==> config.mk <==
export PLATFORM = sky130hd
export DESIGN_NAME = sms_sequencer
export DESIGN_NICKNAME = d
export VERILOG_FILES = /design/src/rtl/sms_pkg.sv /design/src/rtl/sms_pin_if.sv /design/src/rtl/sms_sequencer.sv /design/src/rtl/sms_pin_sync.sv
export SDC_FILE = /design/constraint.sdc
export NUM_CORES = 1
export LEC_CHECK = 0
export ABC_AREA = 1
export BUFFER_PORTS_ARGS = -buffer_cell sky130_fd_sc_hd__buf_2
export CORE_UTILIZATION = 58
export DETAILED_ROUTE_END_ITERATION = 12
export GPL_TIMING_DRIVEN = 0
export MAX_ROUTING_LAYER = met4
export PLACE_DENSITY = 0.84
export SYNTH_ARGS = -nofsm -noshare
export SYNTH_HDL_FRONTEND = slang
export SYNTH_SLANG_ARGS = --single-unit
==> constraint.sdc <==
create_clock -name ref_clk -period 5.61 [get_ports ref_clk]
set_input_delay 0.561 -clock ref_clk [delete_from_list [all_inputs] [get_ports ref_clk]]
set_output_delay 0.561 -clock ref_clk [all_outputs]
set_load 0.1 [all_outputs]
==> src/rtl/sms_pkg.sv <==
// constants and types for the start-up mode sequencer
package sms_pkg;
   localparam int          PAGE_BYTES      = 2048;
   localparam int          ADDR_W          = 11;
   localparam int          HW_CFG_BYTES    = 16;
   localparam int          IO_W            = 32;
   localparam int          PERIPH_W        = 8;
   localparam int          BOOT_NS         = 1000;
   localparam int          CLK_NS          = 25;
   localparam int          BOOT_CYC        = (BOOT_NS + CLK_NS - 1) / CLK_NS;
   localparam int          CNT_W           = 12;
   localparam logic [10:0] ADDR_ZERO       = 11'h000;
   localparam logic [10:0] HW_CFG_LAST     = 11'h00F;
   localparam logic [10:0] PAGE_LAST       = 11'h7FF;
   localparam logic [31:0] IO_DIR_RESET    = 32'h00000000;
   localparam logic [7:0]  PERIPH_NONE     = 8'h00;
   localparam logic [1:0]  SYNC_IDLE       = 2'h3;

   typedef enum logic [6:0] {
      SMS_POR      = 7'h01,
      SMS_LOAD     = 7'h02,
      SMS_CHECK    = 7'h04,
      SMS_EMUL     = 7'h08,
      SMS_LOWPWR   = 7'h10,
      SMS_BOOT     = 7'h20,
      SMS_ACTIVE   = 7'h40
   } sms_state_t;
endpackage

==> src/rtl/sms_pin_if.sv <==
// synchronised pin levels shared between the sequencer and its synchroniser
`timescale 1ns/1ps
`default_nettype none
interface sms_pin_if;
   logic rst_low;
   logic prog_low;
   logic rst_fall;
   modport src (output rst_low, output prog_low, output rst_fall);
   modport dst (input rst_low, input prog_low, input rst_fall);
endinterface
`default_nettype wire

==> src/rtl/sms_sequencer.sv <==
// start-up mode sequencer: power-on, config load, mode pick, boot, active
`timescale 1ns/1ps
`default_nettype none
module sms_sequencer (
   // clock and power-on reset
   input  wire logic                 ref_clk,
   input  wire logic                 reset,
   // mode pins, active low
   input  wire logic                 ext_rst_pin_low,
   input  wire logic                 prog_mode_select_pin,
   // boot configuration page read port
   output logic [10:0]               cfg_addr,
   output logic                      cfg_rd,
   input  wire logic [7:0]           cfg_data,
   // applied hardware configuration
   output logic [31:0]               io_dir,
   output logic                      cfg_loaded,
   // software board support parameters
   output logic                      bsp_wr,
   output logic [10:0]               bsp_addr,
   output logic [7:0]                bsp_data,
   // mode outputs
   output logic                      flash_emul_en,
   output logic                      low_power,
   output logic                      cpu_run,
   output logic                      osc_en,
   // peripheral gating
   input  wire logic                 cpu_idle,
   input  wire logic [7:0]           periph_req,
   output logic [7:0]                periph_en
);
   sms_pin_if pins ();
   sms_pkg::sms_state_t state;
   sms_pkg::sms_state_t next_state;
   logic [10:0] rd_addr;
   logic        rd_valid;
   logic [10:0] rd_addr_q;
   logic [11:0] boot_cnt;
   logic        load_done;

   sms_pin_sync u_sync (
      .ref_clk             (ref_clk),
      .reset               (reset),
      .ext_rst_pin_low     (ext_rst_pin_low),
      .prog_mode_select_pin(prog_mode_select_pin),
      .pins                (pins)
   );

   // the top byte is taken while its address stands, so load ends on that same edge
   assign load_done = rd_valid && (rd_addr_q == sms_pkg::PAGE_LAST);

   always_comb begin
      next_state = state;
      case (state)
         sms_pkg::SMS_POR: begin
            next_state = sms_pkg::SMS_LOAD;
         end
         sms_pkg::SMS_LOAD: begin
            if (load_done) begin
               next_state = sms_pkg::SMS_CHECK;
            end
         end
         sms_pkg::SMS_CHECK: begin
            // emulation takes priority over the hold when both pins are low
            if (pins.rst_low && pins.prog_low) begin
               next_state = sms_pkg::SMS_EMUL;
            end else if (pins.rst_low) begin
               next_state = sms_pkg::SMS_LOWPWR;
            end else begin
               next_state = sms_pkg::SMS_BOOT;
            end
         end
         sms_pkg::SMS_EMUL: begin
            // emulation lasts until reset is released, then a fresh start-up runs
            if (!pins.rst_low) begin
               next_state = sms_pkg::SMS_POR;
            end
         end
         sms_pkg::SMS_LOWPWR: begin
            if (!pins.rst_low) begin
               next_state = sms_pkg::SMS_BOOT;
            end
         end
         sms_pkg::SMS_BOOT: begin
            if (boot_cnt == 12'(sms_pkg::BOOT_CYC - 1)) begin
               next_state = sms_pkg::SMS_ACTIVE;
            end
         end
         sms_pkg::SMS_ACTIVE: begin
            next_state = sms_pkg::SMS_ACTIVE;
         end
         default: begin
            next_state = sms_pkg::SMS_POR;
         end
      endcase
      // a reset pin fall restarts from any state after the mode check
      if (pins.rst_fall && state != sms_pkg::SMS_LOAD && state != sms_pkg::SMS_POR
          && state != sms_pkg::SMS_CHECK) begin
         next_state = sms_pkg::SMS_LOAD;
      end
   end

   always_ff @(posedge ref_clk or posedge reset) begin
      if (reset) begin
         state <= sms_pkg::SMS_POR;
      end else begin
         state <= next_state;
      end
   end

   // page reader: address out, data back one cycle later
   always_ff @(posedge ref_clk or posedge reset) begin
      if (reset) begin
         rd_addr   <= sms_pkg::ADDR_ZERO;
         rd_valid  <= 1'b0;
         rd_addr_q <= sms_pkg::ADDR_ZERO;
      end else begin
         rd_valid  <= (state == sms_pkg::SMS_LOAD) && !load_done;
         rd_addr_q <= rd_addr;
         // pointer parks on the top byte until the state leaves load
         if (state != sms_pkg::SMS_LOAD || load_done) begin
            rd_addr <= sms_pkg::ADDR_ZERO;
         end else if (rd_addr != sms_pkg::PAGE_LAST) begin
            rd_addr <= rd_addr + 11'h001;
         end
      end
   end

   always_ff @(posedge ref_clk or posedge reset) begin
      if (reset) begin
         cfg_addr <= sms_pkg::ADDR_ZERO;
         cfg_rd   <= 1'b0;
      end else begin
         cfg_addr <= rd_addr;
         cfg_rd   <= (state == sms_pkg::SMS_LOAD) && !load_done;
      end
   end

   // first structure: I/O direction, applied straight away to stop floating inputs
   always_ff @(posedge ref_clk or posedge reset) begin
      if (reset) begin
         io_dir <= sms_pkg::IO_DIR_RESET;
      end else if (rd_valid && rd_addr_q < 11'(sms_pkg::IO_W / 8)) begin
         io_dir[rd_addr_q[1:0]*8 +: 8] <= cfg_data;
      end
   end

   // drops at the start of every reload so nothing trusts a half-read page
   always_ff @(posedge ref_clk or posedge reset) begin
      if (reset) begin
         cfg_loaded <= 1'b0;
      end else if (state == sms_pkg::SMS_LOAD && !rd_valid) begin
         cfg_loaded <= 1'b0;
      end else if (load_done) begin
         cfg_loaded <= 1'b1;
      end
   end

   // second structure: board support bytes streamed to software storage
   always_ff @(posedge ref_clk or posedge reset) begin
      if (reset) begin
         bsp_wr   <= 1'b0;
         bsp_addr <= sms_pkg::ADDR_ZERO;
         bsp_data <= 8'h00;
      end else begin
         bsp_wr   <= rd_valid && (rd_addr_q > sms_pkg::HW_CFG_LAST);
         bsp_addr <= rd_addr_q;
         bsp_data <= cfg_data;
      end
   end

   // cleared outside boot so every entry runs the full boot time
   always_ff @(posedge ref_clk or posedge reset) begin
      if (reset) begin
         boot_cnt <= 12'h000;
      end else if (state == sms_pkg::SMS_BOOT) begin
         boot_cnt <= boot_cnt + 12'h001;
      end else begin
         boot_cnt <= 12'h000;
      end
   end

   // emulation and hold are separate states, so at most one of these is up
   always_ff @(posedge ref_clk or posedge reset) begin
      if (reset) begin
         flash_emul_en <= 1'b0;
         low_power     <= 1'b0;
      end else begin
         flash_emul_en <= (next_state == sms_pkg::SMS_EMUL);
         low_power     <= (next_state == sms_pkg::SMS_LOWPWR);
      end
   end

   // oscillator gated only in the low-energy hold; boot and active need it running
   always_ff @(posedge ref_clk or posedge reset) begin
      if (reset) begin
         osc_en <= 1'b1;
      end else begin
         osc_en <= (next_state != sms_pkg::SMS_LOWPWR);
      end
   end

   // idle is the second operational state, not a trip back through start-up
   always_ff @(posedge ref_clk or posedge reset) begin
      if (reset) begin
         cpu_run <= 1'b0;
      end else begin
         cpu_run <= (next_state == sms_pkg::SMS_ACTIVE) && !cpu_idle;
      end
   end

   // each peripheral follows its own request, and only while active
   always_ff @(posedge ref_clk or posedge reset) begin
      if (reset) begin
         periph_en <= sms_pkg::PERIPH_NONE;
      end else if (next_state == sms_pkg::SMS_ACTIVE) begin
         periph_en <= periph_req;
      end else begin
         periph_en <= sms_pkg::PERIPH_NONE;
      end
   end
endmodule
`default_nettype wire

==> src/rtl/sms_pin_sync.sv <==
// two-flop synchronisers for the mode pins with reset falling-edge detect
`timescale 1ns/1ps
`default_nettype none
module sms_pin_sync (
   // clock and reset
   input  wire logic  ref_clk,
   input  wire logic  reset,
   // raw pins
   input  wire logic  ext_rst_pin_low,
   input  wire logic  prog_mode_select_pin,
   // synchronised levels
   sms_pin_if.src     pins
);
   logic [1:0] rst_meta;
   logic [1:0] prog_meta;
   logic       rst_seen;

   // pins idle high; first stage feeds only the second
   always_ff @(posedge ref_clk or posedge reset) begin
      if (reset) begin
         rst_meta  <= sms_pkg::SYNC_IDLE;
         prog_meta <= sms_pkg::SYNC_IDLE;
      end else begin
         rst_meta  <= {rst_meta[0], ext_rst_pin_low};
         prog_meta <= {prog_meta[0], prog_mode_select_pin};
      end
   end

   always_ff @(posedge ref_clk or posedge reset) begin
      if (reset) begin
         rst_seen <= 1'b1;
      end else begin
         rst_seen <= rst_meta[1];
      end
   end

   assign pins.rst_low  = ~rst_meta[1];
   assign pins.prog_low = ~prog_meta[1];
   assign pins.rst_fall = rst_seen & ~rst_meta[1];
endmodule
`default_nettype wire

==> metrics.csv, run 1 <==
stage,metric,value,unit
run_status,outcome,"finished, final reports clean",
synth,syn_area_per_cell,9.83,um2
synth,yosys-top-cells-area,"dfrtp_1 56%, nand2_1 8.7%, o21ai_2 6.0%, inv_1 4.3%, nor2_1 4.0%",
cts,cts_buffers,9,
routing,vias_per_cell,5.11,
setup_path,path_class,reg2reg,
floorplan,rows,32,
setup_path,slowest_stage,dfrtp_1,
setup_path,slowest_delay,0.54,ns
synth,synth_top_area_cell,dfrtp_1,
cts,cts_buffer_depth,2,
synth,synth_edf_count,0,
sta,tightestPinTransition,0.530,ns
synth,synth_cell_types,30,
synth,ys_seq_area_frac,0.601,
pwr,p_sw,0.000428,W
routing,final_antenna_net_count,0,
placed_design,dpl.hpwl,6.66,mm
hold_path,hold_path_class,in2async,
pwr,switching_share,0.296,
global_routing,antenna_found_initial,0,
cts,tritoncts,done,
pwr,p_per_area,263,mW/mm2
setup_path,arrival,2.39,ns
run,maxCapViolCount,0,
layout,layout_common_cells,"108 x nand2_1, 105 x dfrtp_1, 98 x buf_2",
floorplan,start_util,0.602,
sta,setup_ws,3.52,ns
cts,path_clk_slew,0.11,ns
layout,mostFrequentLayoutCell,nand2_1,
synth,ys.flop_type,dfrtp_1,
pwr,clkPwrFrac,0.302,
synth,synth_warnings,0,
global_routing,grt_overflow,0,
placed_design,io_buffers,97,
setup_path,crit_required,5.90,ns
layout,postLayoutCellArea,0.00550,mm2
setup_path,endpoint_kind,register,
global_routing,grt_max_degree,76,
layout,drive_gt1_frac,0.303,
floorplan,boundaryPins,98,
synth,synth_top_area_share,0.561,
cts,post_cts_buffers,0,
layout,nNetsFinal,614,
setup_path,cp_max_fo,10,
global_routing,grt_pass1_wl,15.7,mm
sta,slew_headroom,0.646,
sta,setup_tns,0,ns
sta,post-route-period-util,0.373,
pwr,vdd_drop_max,0.200,mV
synth,async_flop_share,1.00,
setup_path,worstPathCellList,inv_1 > ha_1 > inv_2 > nand2_1 > nor2_1 > nand2_1 > o21ai_2,
pwr,comb_power_share,0.122,
layout,diodes,0,
floorplan,die_w,91.8,um
pwr,intPower,0.00102,W
sta,slew_violations,0,
routing,firstDrtPassIters,4,
sta,rsz0062_at_grt,no,
cts,root_buffer,clkbuf_8,
setup_path,rr_worst_depth,7,
sta,setup_viol,0,
setup_path,rr_endpoint,io_dir[6],
global_routing,grt_pass1_vias,3317,
sta,skew,0.0150,ns
pwr,seq_power_share,0.576,
routing,routed_wirelength,9.31,mm
placed_design,place_ws,3.54,ns
cts,ctsResizeCount,0,
routing,drt_iter0_markers,130,
sta,min_period,2.09,ns
setup_path,rrSetupSlack,3.52,ns
layout,area_growth,17.5,%
sta,hold_viol_final,0,
routing,wire_per_inst,13.5,um
placed_design,gp_congestion,0.859,
placed_design,placedCellCount,676,
placed_design,dpl_cell_area,0.00532,mm2
floorplan,die_area,0.00843,mm2
floorplan,fp.dieH,91.8,um
synth,netlist_area,0.00468,mm2
setup_path,path_common_cell,nand2_1,
routing,num_vias,3535,
synth,ys_ff_latch,112,
layout,fill_cells,575,
cts,cts.sinks,112,
setup_path,r2r-start,cfg_addr[0],
setup_path,start_kind,register,
cts,htree_levels,3,
global_routing,grt_usage,0.245,
synth,syn_inst,476,
synth,synth_fp_nets,505,
cts,cts_hold_buf,0,
routing,drc,0,
sta,max_freq,478,MHz
pwr,power.total,0.00145,W
floorplan,coreArea,0.00777,mm2
cts,insertion_delay,0.37,ns
layout,final_cells,692,
pwr,p_leak,2.81,nW
[layer usage]
layer | GRT usage | wire length [um]
met4 | 0.0755 | 117
met1 | 0.324 | 4230
met3 | 0.0464 | 477
met2 | 0.390 | 4490
met5 | - | 0
[cells in the mapped netlist (all sizes together), types with 3 or more instances]
cell type  number
a21oi          16
buf             5
dfrtp         105
dfstp           7
ha              8
inv            55
nand2         116
nand3          37
nand4           6
nor2           54
nor3           15
o21ai          39
xor2            3
[registers in the layout (all words and copies together) (netlist names), 7 cells and up]
register / count
boot_cnt: 12
cfg_addr: 11
rd_addr: 11
io_dir: 32
bsp_data: 8
state: 7
periph_en: 8
bsp_addr: 11
[how the worst max path moves through the flow]
| stage | startpoint | endpoint | depth (start not counted) |
|---|---|---|---|
| after floorplan | reset | boot_cnt[0] | 1 |
| after global placement | reset | rd_addr[10] | 2 |
| after detailed placement | cfg_addr[0] | io_dir[6] | 7 |
| after CTS | cfg_addr[0] | io_dir[6] | 7 |
| after global routing | cfg_addr[0] | io_dir[1] | 7 |
| final | cfg_addr[0] | io_dir[6] | 7 |
[worst max-delay path, delay by kind of cell, from the launching register on]
kind                       cells  cell delay [ns]
AOI/OAI and AO/OA              1             0.16
buffers and inverters          2             0.34
DFF                            1             0.54
adders and majority gates      1             0.38
and+or+nand+nor                3             0.62
[kinds of logic (layout without fill, tap and decap cells)]
logic type | Yosys count | count (layout) | share of synthesized area
and+or+nand+nor | 231 | 231 | 0.222
DFF | 112 | 112 | 0.601
AOI/OAI and AO/OA | 59 | 59 | 0.0906
xor gates and xnor gates | 5 | 5 | 0.00936
adders and majority gates | 8 | 8 | 0.0214
buffers and inverters | 61 | 175 | 0.0556
[final cells by class]
type                    count  area [um2]  share of cell area
clock buffers              11         131              0.0239
inverters                  55         209              0.0380
flip-flops and latches    112        2810               0.511
well taps                 102         128              0.0232
multi-input cells         303        1610               0.292
clock inverters             5        43.8             0.00797
plain buffers               6        53.8             0.00979
repair buffers             98         513              0.0933
[through the flow]
stage / utilization / hold WS [ns]
after global placement: 0.681 / 0.345
after global routing: 0.708 / 0.243
after floorplan: - / 0.345
after CTS: 0.708 / 0.223
after detailed placement: 0.685 / 0.347
final: 0.708 / 0.223
[power by group through the flow]
stage | Combinational [W] | Clock [W] | Sequential (W)
after floorplan | 0.0000299 | 0 | 0.000957
after global placement | 0.000173 | 0 | 0.000849
after detailed placement | 0.000177 | 0 | 0.000849
after CTS | 0.000178 | 0.000448 | 0.000833
after global routing | 0.000185 | 0.000476 | 0.000836
final | 0.000176 | 0.000437 | 0.000833
No activity file was read; power rests on OpenSTA's default activity.
==> run 2, diff against run 1 <==
--- a/config.mk
+++ b/config.mk
@@ -7,11 +7,11 @@
 export LEC_CHECK = 0
 export ABC_AREA = 1
 export BUFFER_PORTS_ARGS = -buffer_cell sky130_fd_sc_hd__buf_2
-export CORE_UTILIZATION = 58
+export CORE_UTILIZATION = 49
 export DETAILED_ROUTE_END_ITERATION = 12
 export GPL_TIMING_DRIVEN = 0
 export MAX_ROUTING_LAYER = met4
-export PLACE_DENSITY = 0.84
+export PLACE_DENSITY = 0.76
 export SYNTH_ARGS = -nofsm -noshare
 export SYNTH_HDL_FRONTEND = slang
 export SYNTH_SLANG_ARGS = --single-unit
==> constraint.sdc (replaced) <==
create_clock -name ref_clk -period 1.9 [get_ports ref_clk]
set_input_delay 0.19 -clock ref_clk [delete_from_list [all_inputs] [get_ports ref_clk]]
set_output_delay 0.19 -clock ref_clk [all_outputs]
set_load 0.1 [all_outputs]
==> run 2 against run 1 <==
Net effect: sequential power grew to 3.0 times the previous value; wire length is 4.4% higher; critical endpoint is now io_dir[3]; worst hold slack worse by 0.20 ns; maximum frequency is 18% higher; highest routed layer unchanged; sequential share of layout area is 1.7 points lower; clock skew is 0.0046 ns lower; register-to-register slack worse by 3.4 ns.
==> metrics.csv, run 2 (synthesis results as in run 1) <==
stage,metric,value,unit,change
run_status,outcome,"finished, final reports clean",,
layout,mostFrequentLayoutCell,nand2_1,,
cts,cts_buffers,9,,unchanged
pwr,seq_power_share,0.553,,-0.023
layout,layout_common_cells,"108 x nand2_1, 101 x dfrtp_1, 98 x buf_2",,
floorplan,start_util,0.506,,-0.0960
routing,drt_iter0_markers,140,,+7.7%
sta,setup_viol,0,,unchanged
setup_path,crit_required,2.20,ns,-3.70 ns
routing,top_layer_used,met4,,
global_routing,grt_usage,0.213,,-0.0322
hold_path,hold_path_class,in2reg,,
sta,min_period,1.77,ns,-0.325 ns
floorplan,boundaryPins,98,,unchanged
global_routing,grt_overflow,0,,unchanged
pwr,p_sw,0.00126,W,+190%
placed_design,dpl.hpwl,7.07,mm,+6.2%
run,maxCapViolCount,0,,unchanged
placed_design,placedCellCount,704,,+4.1%
setup_path,slowest_stage,dfrtp_2,,
layout,area_growth,21.8,%,
sta,setup_tns,0,ns,unchanged
sta,post-route-period-util,0.930,,+0.557
cts,cts_buffer_depth,2,,unchanged
routing,routed_wirelength,9.72,mm,+4.4%
setup_path,slowest_delay,0.52,ns,-0.02 ns
routing,met1Wirelength,4.43,mm,+4.8%
floorplan,rows,35,,+9.4%
pwr,comb_power_share,0.121,,about the same
layout,regMostFlops,io_dir,,
pwr,switching_share,0.283,,-0.0124
pwr,clkPwrFrac,0.325,,+0.023
setup_path,worstPathCellList,inv_2 > ha_1 > inv_2 > nand2_1 > nor2_4 > nand2_1 > o21ai_2,,
setup_path,rr_worst_depth,7,,unchanged
routing,wire_per_inst,13.3,um,-1.0%
placed_design,gp_congestion,0.847,,-1.4%
hold_path,min_path_cells,3,,
routing,vias_per_cell,4.90,,-4.1%
pwr,intPower,0.00319,W,+210%
layout,final_cells,730,,+5.5%
routing,firstDrtPassIters,5,,+1
routing,final_antenna_net_count,0,,unchanged
layout,reg.largest.list,"io_dir: 32 flops, boot_cnt: 12 flops",,
sta,slew_violations,0,,unchanged
setup_path,cp_max_fo,10,,unchanged
layout,postLayoutCellArea,0.00570,mm2,+3.7%
routing,drc,0,,unchanged
floorplan,fp.dieH,99.7,um,+8.6%
sta,max_freq,566,MHz,+18%
cts,post_cts_buffers,0,,unchanged
placed_design,io_buffers,97,,unchanged
cts,path_clk_slew,0.10,ns,about the same
floorplan,coreArea,0.00924,mm2,+19%
cts,htree_levels,3,,unchanged
global_routing,grt_max_degree,45,,-41%
layout,drive_gt1_frac,0.313,,+0.00942
setup_path,endpoint_kind,register,,
floorplan,die_w,99.7,um,+8.6%
sta,tightestPinTransition,0.681,ns,+0.151 ns
sta,skew,0.0103,ns,-0.00464 ns
pwr,p_leak,2.87,nW,+2.1%
global_routing,grt_pass1_wl,15.8,mm,+0.92%
layout,post-route-util,0.617,,-0.0910
pwr,p_per_area,780,mW/mm2,+200%
cts,tritoncts,done,,
routing,met2_length,4.82,mm,+7.4%
routing,num_vias,3576,,+1.2%
sta,rsz0062_at_grt,no,,
sta,hold_viol_final,0,,unchanged
global_routing,grt_pass1_vias,3365,,+1.4%
layout,diodes,0,,unchanged
setup_path,path_class,reg2reg,,
layout,nNetsFinal,625,,+1.8%
cts,root_buffer,clkbuf_8,,
cts,insertion_delay,0.36,ns,about the same
setup_path,start_kind,register,,
cts,cts.sinks,112,,unchanged
routing,wl_met3,365,um,-23%
floorplan,die_area,0.00995,mm2,+18%
sta,slew_headroom,0.545,,-0.100
global_routing,antenna_found_initial,0,,unchanged
placed_design,dpl_cell_area,0.00538,mm2,+1.1%
pwr,vdd_drop_max,0.439,mV,+120%
sta,worst_hold_slack,0.0194,ns,-0.203 ns
layout,largest_register_ffs,32,,unchanged
setup_path,rrSetupSlack,0.13,ns,-3.38 ns
setup_path,arrival,2.06,ns,-0.33 ns
==> run 2: cell count changes in the layout (fill, tap and decap cells not counted), sizes merged <==
| cell | change |
|---|---|
| buf | +1 |
| bufinv | +1 |
| clkinvlp | +1 |
| dlygate4sd3 | +10 |
| inv | -2 |
==> run 2: what timing repair did <==
item                                   4_1_cts  5_1_grt
setup endpoints to repair                    0       12
resized for setup                            0        3
endpoints found under the hold margin       34        2
hold buffers                                 8        2
==> run 2: worst max-delay path, delay by kind of cell (launching register included) <==
kind                     cells  cell delay (ns)
adder cells (fa/ha/maj)      1             0.35
AND/OR/NAND/NOR              3             0.39
flip-flops                   1             0.52
buffers and inverters        2             0.28
AO/OA/AOI/OAI                1             0.15
==> run 2: power by group through the flow <==
stage,Combinational [W],Sequential [W],Clock [W]
3_5_place_dp,0.000530,0.00251,0
2_1_floorplan,0.0000889,0.00283,0
3_3_place_gp,0.000515,0.00251,0
6_report,0.000540,0.00246,0.00145
4_1_cts,0.000542,0.00246,0.00150
5_1_grt,0.000569,0.00247,0.00158
==> run 2: worst paths after layout <==
check,endpoint,startpoint
setup / recovery,io_dir[3],cfg_addr[0]
hold / removal,periph_en[5],periph_req[5]
setup reg to reg,io_dir[3],cfg_addr[0]
hold reg to reg,u_sync.prog_meta[1],u_sync.prog_meta[0]
max in group asynchronous,u_sync.prog_meta[0],reset
min in group asynchronous,periph_en[3],reset
==> run 2: metrics by stage <==
| stage | worst slack, ns | total power [W] |
|---|---|---|
| 3_3_place_gp | -0.447 | 0.00302 |
| 3_5_place_dp | 0.102 | 0.00304 |
| 4_1_cts | 0.0822 | 0.00450 |
| 5_1_grt | 0.00545 | 0.00462 |
| 6_report | 0.133 | 0.00445 |
| 2_1_floorplan | -0.0179 | 0.00292 |
==> run 2: metal layers <==
metal / vias up / global-route usage
met5: - / -
met4: 0 / 0.0679
met3: 9 / 0.0394
met2: 98 / 0.340
met1: 1703 / 0.277
li1: 1766 / -
==> run 2: layout make-up <==
type	count	area, um2
tap	129	161
sequential	112	2820
clock inverter	5	65.1
fill	776	3540
clock buffer	11	141
multi-input combinational	303	1630
buffer	6	53.8
timing repair buffer	109	626
inverter	55	210
